**src/atsc_pkg.sv**
```systemverilog
/*
 * package for the converter and touch panel control block: register offsets,
 * field positions, reset values, channel and touch mode codes, pad drive types.
 * assumes a byte-wide register port decoded elsewhere by the serial interface.
 */
package atsc_pkg;
    // register offsets
    localparam logic [7:0] OFF_CONV_CTRL = 8'h07;
    localparam logic [7:0] OFF_TOUCH_MODE = 8'h08;
    localparam logic [7:0] OFF_RES_LOW = 8'h09;
    localparam logic [7:0] OFF_RES_HIGH = 8'h0A;
    // converter_control fields
    localparam int CC_ENABLE_BIT = 7;
    localparam int CC_START_BIT = 6;
    localparam int CC_DONE_BIT = 5;
    localparam int CC_VREF_BIT = 4;
    localparam int CC_CHAN_LSB = 0;
    localparam int CC_CHAN_W = 4;
    localparam int TM_W = 3;
    localparam int RESULT_W = 10;
    // reset values
    localparam logic CC_ENABLE_RST = 1'b0;
    localparam logic CC_VREF_RST = 1'b0;
    localparam logic CC_DONE_RST = 1'b1;
    localparam logic [3:0] CC_CHAN_RST = 4'h0;
    localparam logic [2:0] TM_RST = 3'h7;
    // channel codes
    localparam logic [3:0] CH_LAST_LOW_SCALE = 4'h5;
    localparam logic [3:0] CH_LAST_HIGH_SCALE = 4'hC;
    localparam logic [3:0] CH_UNDEFINED = 4'hD;
    localparam logic [3:0] CH_TOUCH_ALL = 4'hE;
    localparam logic [3:0] CH_TOUCH_XY = 4'hF;
    // touch modes
    localparam logic [2:0] TM_XPOS = 3'h0;
    localparam logic [2:0] TM_YPOS = 3'h1;
    localparam logic [2:0] TM_PRESSURE = 3'h2;
    localparam logic [2:0] TM_PLATE_X = 3'h3;
    localparam logic [2:0] TM_PLATE_Y = 3'h4;
    localparam logic [2:0] TM_STANDBY = 3'h5;
    localparam logic [2:0] TM_ALL_ADC = 3'h6;
    localparam logic [2:0] TM_OPEN = 3'h7;

    // what one panel pin is tied to
    typedef enum logic [2:0] {
        PIN_OPEN = 3'h0,
        PIN_REF = 3'h1,
        PIN_GND = 3'h2,
        PIN_ADC = 3'h3,
        PIN_BIAS = 3'h4
    } atsc_pin_e;

    typedef struct packed {
        atsc_pin_e xFirst;
        atsc_pin_e xSecond;
        atsc_pin_e yFirst;
        atsc_pin_e ySecond;
    } atsc_panel_s;

    // request to the analog converter core
    typedef struct packed {
        logic powerOn;
        logic vrefOn;
        logic highScale;
        logic [3:0] channel;
    } atsc_core_s;
endpackage

```
**src/atsc_control.sv**
```systemverilog
/*
 * converter control and touch panel routing: the converter_control,
 * touch_mode_select and two result registers, the start/done sequence and
 * the panel pin routing decode.
 * assumes a byte register port with one-cycle write strobe and a converter
 * core on core_clk that pulses convDone with its 10-bit result.
 */
// Overview of operation
// - bit 7 enables and powers converter
// - bit 6 starts; cleared when conversion done
// - bit 5 read-only done flag, resets one
// - bit 4 reference regulator on/off independently
// - codes 0-5 low inputs, 2.25V scale
// - codes 6-12 rails and inputs, 6.0V scale
// - 1110 touch all, 1111 xy, 1101 undefined
// - mode 0 drives x, mode 1 drives y
// - touch mode low three bits, default 111
// - low result register holds bits 7..0
// - lockout reloads control register defaults
// - high result register holds bits 9..8
module atsc_control
    import atsc_pkg::*;
(
    // clock and reset
    input wire logic core_clk,
    input wire logic rst_n,
    // undervoltage lockout, from analog comparator
    input wire logic undervoltageLockout,
    // register port
    input wire logic regWrite,
    input wire logic [7:0] regAddr,
    input wire logic [7:0] regWrData,
    output logic [7:0] regRdData,
    // converter core
    output atsc_core_s coreCtrl,
    output logic convStart,
    input wire logic convDone,
    input wire logic [RESULT_W-1:0] convResult,
    // panel routing
    output atsc_panel_s panelRoute,
    output logic touchOwnsAdc,
    output logic touchXyOnly,
    output logic touchIrqEnable
);
    typedef enum logic [1:0] {
        ST_IDLE = 2'b01,
        ST_BUSY = 2'b10
    } atsc_state_e;

    atsc_state_e state_r;
    logic enable_r;
    logic vref_r;
    logic done_r;
    logic [CC_CHAN_W-1:0] chan_r;
    logic [TM_W-1:0] touchMode_r;
    logic [RESULT_W-1:0] result_r;
    logic uvloMeta_r;
    logic uvloSync_r;
    logic ctrlWrite;
    logic startReq;
    logic touchModeWrite;
    logic abortReq;
    logic busy;

    // channel decodes shared by the core request and the touch outputs
    function automatic logic high_scale(input logic [CC_CHAN_W-1:0] ch);
        return (ch > CH_LAST_LOW_SCALE) && (ch <= CH_LAST_HIGH_SCALE);
    endfunction

    function automatic logic touch_channel(input logic [CC_CHAN_W-1:0] ch);
        return (ch == CH_TOUCH_ALL) || (ch == CH_TOUCH_XY);
    endfunction

    // lockout is an analog level, so synchronise before use
    // only the second flop is read, so a metastable first stage never leaks
    always_ff @(posedge core_clk or negedge rst_n) begin
        if (!rst_n) begin
            uvloMeta_r <= 1'b0;
            uvloSync_r <= 1'b0;
        end else begin
            uvloMeta_r <= undervoltageLockout;
            uvloSync_r <= uvloMeta_r;
        end
    end

    assign ctrlWrite = regWrite && (regAddr == OFF_CONV_CTRL);
    // a start written with the enable bit clear is dropped
    assign startReq = ctrlWrite && regWrData[CC_START_BIT] && regWrData[CC_ENABLE_BIT];
    assign touchModeWrite = regWrite && (regAddr == OFF_TOUCH_MODE);
    assign busy = (state_r == ST_BUSY);
    // clearing enable mid-conversion drops it; the core's late answer is ignored
    assign abortReq = ctrlWrite && !regWrData[CC_ENABLE_BIT];

    // control fields
    always_ff @(posedge core_clk or negedge rst_n) begin
        if (!rst_n) begin
            enable_r <= CC_ENABLE_RST;
            vref_r <= CC_VREF_RST;
            chan_r <= CC_CHAN_RST;
        end else if (uvloSync_r) begin
            enable_r <= CC_ENABLE_RST;
            vref_r <= CC_VREF_RST;
            chan_r <= CC_CHAN_RST;
        end else if (ctrlWrite) begin
            enable_r <= regWrData[CC_ENABLE_BIT];
            vref_r <= regWrData[CC_VREF_BIT];
            chan_r <= regWrData[CC_CHAN_LSB +: CC_CHAN_W];
        end
    end

    // touch mode, also reloaded on lockout
    always_ff @(posedge core_clk or negedge rst_n) begin
        if (!rst_n) begin
            touchMode_r <= TM_RST;
        end else if (uvloSync_r) begin
            touchMode_r <= TM_RST;
        end else if (touchModeWrite) begin
            touchMode_r <= regWrData[TM_W-1:0];
        end
    end

    // conversion sequence
    always_ff @(posedge core_clk or negedge rst_n) begin
        if (!rst_n) begin
            state_r <= ST_IDLE;
        end else if (uvloSync_r) begin
            state_r <= ST_IDLE;
        end else begin
            unique case (state_r)
                ST_IDLE: begin
                    if (startReq) begin
                        state_r <= ST_BUSY;
                    end
                end
                ST_BUSY: begin
                    // a second start while busy is refused: no pulse, no restart
                    if (abortReq) begin
                        state_r <= ST_IDLE;
                    end else if (convDone) begin
                        state_r <= ST_IDLE;
                    end
                end
            endcase
        end
    end

    // done flag: cleared by an accepted start, set by an answer while busy unless that cycle's write clears enable, or by reset and lockout
    always_ff @(posedge core_clk or negedge rst_n) begin
        if (!rst_n) begin
            done_r <= CC_DONE_RST;
        end else if (uvloSync_r) begin
            done_r <= CC_DONE_RST;
        end else if (convStart) begin
            done_r <= 1'b0;
        end else if (busy && !abortReq && convDone) begin
            done_r <= 1'b1;
        end
    end

    // result captured in the same edge done rises, so never stale
    // no lockout reload: the last conversion stays readable
    always_ff @(posedge core_clk or negedge rst_n) begin
        if (!rst_n) begin
            result_r <= '0;
        end else if (busy && convDone) begin
            result_r <= convResult;
        end
    end

    // register read mux
    always_comb begin
        // reserved bits and unmapped offsets read zero
        regRdData = 8'h00;
        unique case (regAddr)
            OFF_CONV_CTRL: begin
                regRdData[CC_ENABLE_BIT] = enable_r;
                regRdData[CC_START_BIT] = busy;
                regRdData[CC_DONE_BIT] = done_r;
                regRdData[CC_VREF_BIT] = vref_r;
                regRdData[CC_CHAN_LSB +: CC_CHAN_W] = chan_r;
            end
            OFF_TOUCH_MODE: regRdData[TM_W-1:0] = touchMode_r;
            OFF_RES_LOW: regRdData = result_r[7:0];
            OFF_RES_HIGH: regRdData[1:0] = result_r[RESULT_W-1:8];
            default: regRdData = 8'h00;
        endcase
    end

    // converter core control
    always_comb begin
        coreCtrl.powerOn = enable_r;
        coreCtrl.vrefOn = vref_r;
        coreCtrl.channel = chan_r;
        // 6.0V scale for 0110..1100, else 2.25V
        coreCtrl.highScale = high_scale(chan_r);
    end

    // combinational, so the core starts in the cycle of the write
    assign convStart = (state_r == ST_IDLE) && startReq;
    // touch channels; 1101 selects nothing
    assign touchOwnsAdc = touch_channel(chan_r);
    assign touchXyOnly = (chan_r == CH_TOUCH_XY);
    assign touchIrqEnable = (touchMode_r != TM_OPEN);

    // panel pin routing
    // no default: all eight modes have a defined routing
    always_comb begin
        unique case (touchMode_r)
            TM_XPOS: panelRoute = '{PIN_REF, PIN_GND, PIN_ADC, PIN_OPEN};
            TM_YPOS: panelRoute = '{PIN_ADC, PIN_OPEN, PIN_REF, PIN_GND};
            TM_PRESSURE: panelRoute = '{PIN_REF, PIN_REF, PIN_GND, PIN_GND};
            TM_PLATE_X: panelRoute = '{PIN_REF, PIN_GND, PIN_OPEN, PIN_OPEN};
            TM_PLATE_Y: panelRoute = '{PIN_OPEN, PIN_OPEN, PIN_REF, PIN_GND};
            TM_STANDBY: panelRoute = '{PIN_BIAS, PIN_BIAS, PIN_GND, PIN_GND};
            TM_ALL_ADC: panelRoute = '{PIN_ADC, PIN_ADC, PIN_ADC, PIN_ADC};
            TM_OPEN: panelRoute = '{PIN_OPEN, PIN_OPEN, PIN_OPEN, PIN_OPEN};
        endcase
    end
endmodule // atsc_control

```
**config.mk**
```make
export PLATFORM = sky130hd
export DESIGN_NAME = atsc_control
export DESIGN_NICKNAME = d
export VERILOG_FILES = /design/src/atsc_pkg.sv /design/src/atsc_control.sv
export SDC_FILE = /design/constraint.sdc
export NUM_CORES = 1
export LEC_CHECK = 0
export BUFFER_PORTS_ARGS = -buffer_cell sky130_fd_sc_hd__buf_2
export CAP_MARGIN = 25
export CORE_UTILIZATION = 47
export DETAILED_ROUTE_END_ITERATION = 6
export HOLD_SLACK_MARGIN = 0.06
export PLACE_DENSITY = 0.83
export RECOVER_POWER = 25
export REMOVE_ABC_BUFFERS = 1
export SYNTH_ARGS = -nofsm -noshare
export SYNTH_HDL_FRONTEND = slang
export SYNTH_SLANG_ARGS = --single-unit
```
**constraint.sdc**
```tcl
create_clock -name core_clk -period 2.56 [get_ports core_clk]
set_input_delay 0.384 -clock core_clk [delete_from_list [all_inputs] [get_ports core_clk]]
set_output_delay 0.384 -clock core_clk [all_outputs]
set_load 0.02 [all_outputs]
```
==> qor.yml <==
status:
  status: "finished with violations"
  violated_checks: "design-rule violations"
routing:
  routed_via_density: 5.98
  vias: 1375
  post-route-drc-count: 4
  wl_per_cell_um: 15.0
  drt_wl_total_um: 3440
  route.antenna.remaining_nets: 0
  number_of_iterations_in_the_first_detailed_routing_pass: 6
  detail_route.iter0.violations: 30
timing:
  tightestPinTransition_ns: 1.32
  hold_violations: 0
  fmax_mhz: 433
  slew-limit-headroom: 0.118
  setup_viol: 0
  timing_max_transition_violations_final: 0
  totalNegativeSetupSlack_ns: 0
  period_share: 0.902
  grt_setup_unrepaired: "no"
  finalClockSkew_ns: 0.000425
  hold_slack_ns: 0.164
  timing.final.crit_period_ns: 2.31
pwr:
  peakVddDrop_uv: 309
  p_seq_frac: 0.594
  power_frac_comb: 0.115
  power.leakage_nw: 0.949
  sw_frac_of_total: 0.243
  pwr-share-clk: 0.291
  p_per_area_mw_per_mm2: 385
  cellInternalPower_uw: 520
  net-switching-power_uw: 167
logic_synthesis:
  synth_enable_flop_cells: 0
  yosys-top-cells-area: "sky130_fd_sc_hd__dfrtp_1 (32%), sky130_fd_sc_hd__dfstp_2 (8.9%), sky130_fd_sc_hd__mux2_2 (7.7%), sky130_fd_sc_hd__mux2i_1 (4.1%), sky130_fd_sc_hd__ha_1 (3.4%)"
  synth_area_leader_cell: "sky130_fd_sc_hd__dfrtp_1"
  netlist_area_mm2: 0.00147
  ys_top_cells_by_count: "sky130_fd_sc_hd__dfrtp_1 (19), sky130_fd_sc_hd__mux2_2 (10), sky130_fd_sc_hd__clkbuf_1 (9), sky130_fd_sc_hd__nor2_1 (9), sky130_fd_sc_hd__nand4_1 (8)"
  avgSynthCellArea_um2: 10.0
  sequential_share_of_the_synthesized_area: 0.412
  yosys_warnings: 0
  synth.lib_cells_used.distinct: 38
  synth-seq-cells: 24
  yosysMostFrequentCell: "sky130_fd_sc_hd__dfrtp_1"
  synthFlopType: "sky130_fd_sc_hd__dfrtp_1"
  post_synth_inst_count: 147
  ys_async_sr_fraction: 1.00
  yosys.area.top_type_share: 0.323
die:
  coreArea_mm2: 0.00285
  die_area_mm2: 0.00336
  chip_width_um: 58.0
  die_y_um: 58.0
  num_io_pins: 62
  initial_utilization: 0.516
  floorplan.rows: 19
setup_path:
  setup.worst_path.class: "in -> out"
  timing.critical_path.mode_cell: "sky130_fd_sc_hd__buf_2"
  crit_chain: "buf_2, or4_4, nor4b_2, buf_4, a221o_1, buf_2"
  family_with_the_most_delay_on_the_worst_path: "simple AND/OR/NAND/NOR gates"
  worst_setup_path_start_kind: "primary input"
  worst_path_max_delay_cell: "sky130_fd_sc_hd__or4_4"
  max_stage_delay_ns: 0.65
  critPathCaptureType: "output port"
  worst_ep_arrival_time_ns: 1.92
  critical_path_peak_fanout: 16
  cp_data_required_time_ns: 2.18
  worstPathBufferInverterCount: 3
cts:
  number_of_buffers_created_by_cts: 3
  path_clk_slew_ns: 0.13
  worst_skew_pair.late_latency_ns: 0.31
  post-cts-setup-buffer-count: 0
  cts_max_level: 1
  cts_tree: "yes"
  cts_root_buffer: "sky130_fd_sc_hd__clkbuf_4"
  clock_sink_count: 24
  clock_tree.buffer_depth: 2
cells_and_area:
  finalNetCount: 235
  multiInputGateArea_um2: 748
  seq_area_um2: 607
  final-instance-count-excl-fill: 230
  layout-drive-gt1-share: 0.427
  n_fill_cell: 253
  layout.core_utilization: 0.626
  layout-area-overhead-vs-synth_pct: 21.3
  antennaDiodeCount: 0
placed_design:
  routabilityCongestion: 0.811
  dp_cells: 225
  port-buffer-count: 58
  detailedPlacementHpwl_um: 2630
grt:
  grt_pass1_vias: 1317
  grt_pass1_wl_um: 5640
  grt_start_max_net_pins: 25
  gr-total-overflow: 0
  grt_usage: 0.219
  antenna_found_initial: 0
run:
  number_of_max_cap_violations: 0
min_path:
  hp_class: "in -> reg"
==> per-stage QoR <==
stage / cell area (µm²) / setup WS (ns) / power [mW]
after floorplan: 1380 / 0.296 / 0.445
after global placement: 1740 / 0.265 / 0.487
after detailed placement: 1740 / 0.259 / 0.493
after CTS: 1790 / 0.249 / 0.693
after global routing: 1790 / 0.175 / 0.715
final: 1790 / 0.251 / 0.688
==> sequential cells by signal, indices dropped and copies added, names as in the netlist <==
signal,flops
result_r,10
chan_r,4
touchMode_r,3
state_r,2
done_r,1
enable_r,1
uvloMeta_r,1
uvloSync_r,1
vref_r,1
==> final timing paths <==
check	start	endpoint	cells past startpoint	slack (ns)
worst min register to register	uvloMeta_r$_DFF_PN0_	uvloSync_r$_DFF_PN0_	0	0.37
worst max-delay path	regAddr[5]	regRdData[0]	6	0.25
worst min-delay path	undervoltageLockout	uvloMeta_r$_DFF_PN0_	1	0.16
min in group asynchronous	rst_n	result_r[7]$_DFFE_PN0P_	2	0.87
worst max register to register	state_r[0]$_DFFE_PN1P_	done_r$_DFFE_PN1P_	3	0.98
max in group asynchronous	rst_n	chan_r[2]$_DFFE_PN0P_	2	0.92
==> what timing repair did <==
| item | CTS | global route |
|---|---|---|
| hold buffers | 1 | 0 |
| hold endpoints to repair | 19 | 0 |
| gates resized for setup | 0 | 0 |
==> layout by cell type, fill, tap and decap left out, drive strengths merged, types with 2 or more instances in the layout <==
cell,n
buf,61
dfrtp,19
mux2,10
nor2,9
nand4,8
inv,7
a21oi,7
mux2i,6
o31ai,6
nand2,5
nand2b,5
dfstp,5
clkbuf,5
nor4,4
nor3,4
a22o,4
o21ai,4
ha,4
a221o,3
or4,3
and2,2
and4b,2
conb,2
==> final cells by class <==
cell class	count	share of cell area
Inverter	7	0.0147
Clock buffer	4	0.0203
Timing Repair Buffer	63	0.184
Multi-Input combinational cell	101	0.419
Sequential cell	24	0.340
Tap cell	31	0.0217
==> power groups by stage <==
stage / clock [mW] / sequential, mW / combinational (mW)
2_1_floorplan: 0 / 0.411 / 0.0333
3_3_place_gp: 0 / 0.414 / 0.0737
3_5_place_dp: 0 / 0.415 / 0.0777
4_1_cts: 0.206 / 0.408 / 0.0790
5_1_grt: 0.217 / 0.411 / 0.0874
6_report: 0.200 / 0.408 / 0.0788
==> logic make-up after synthesis <==
group           share of synthesized area
compound gates                      0.146
fa+ha+maj                          0.0340
buf+inv                            0.0816
flops                               0.412
mux                                 0.117
other cells                       0.00255
simple gates                        0.206
==> routing by layer <==
metal | wire (µm) | global-route usage | vias to the layer above
met3 | 222 | 0.0290 | 7
met5 | 0 | 0 | -
met1 | 1360 | 0.258 | 671
met4 | 62 | 0.0952 | 0
li1 | - | - | 640
met2 | 1800 | 0.397 | 57
Note: power is estimated with default switching activity, not from simulation.
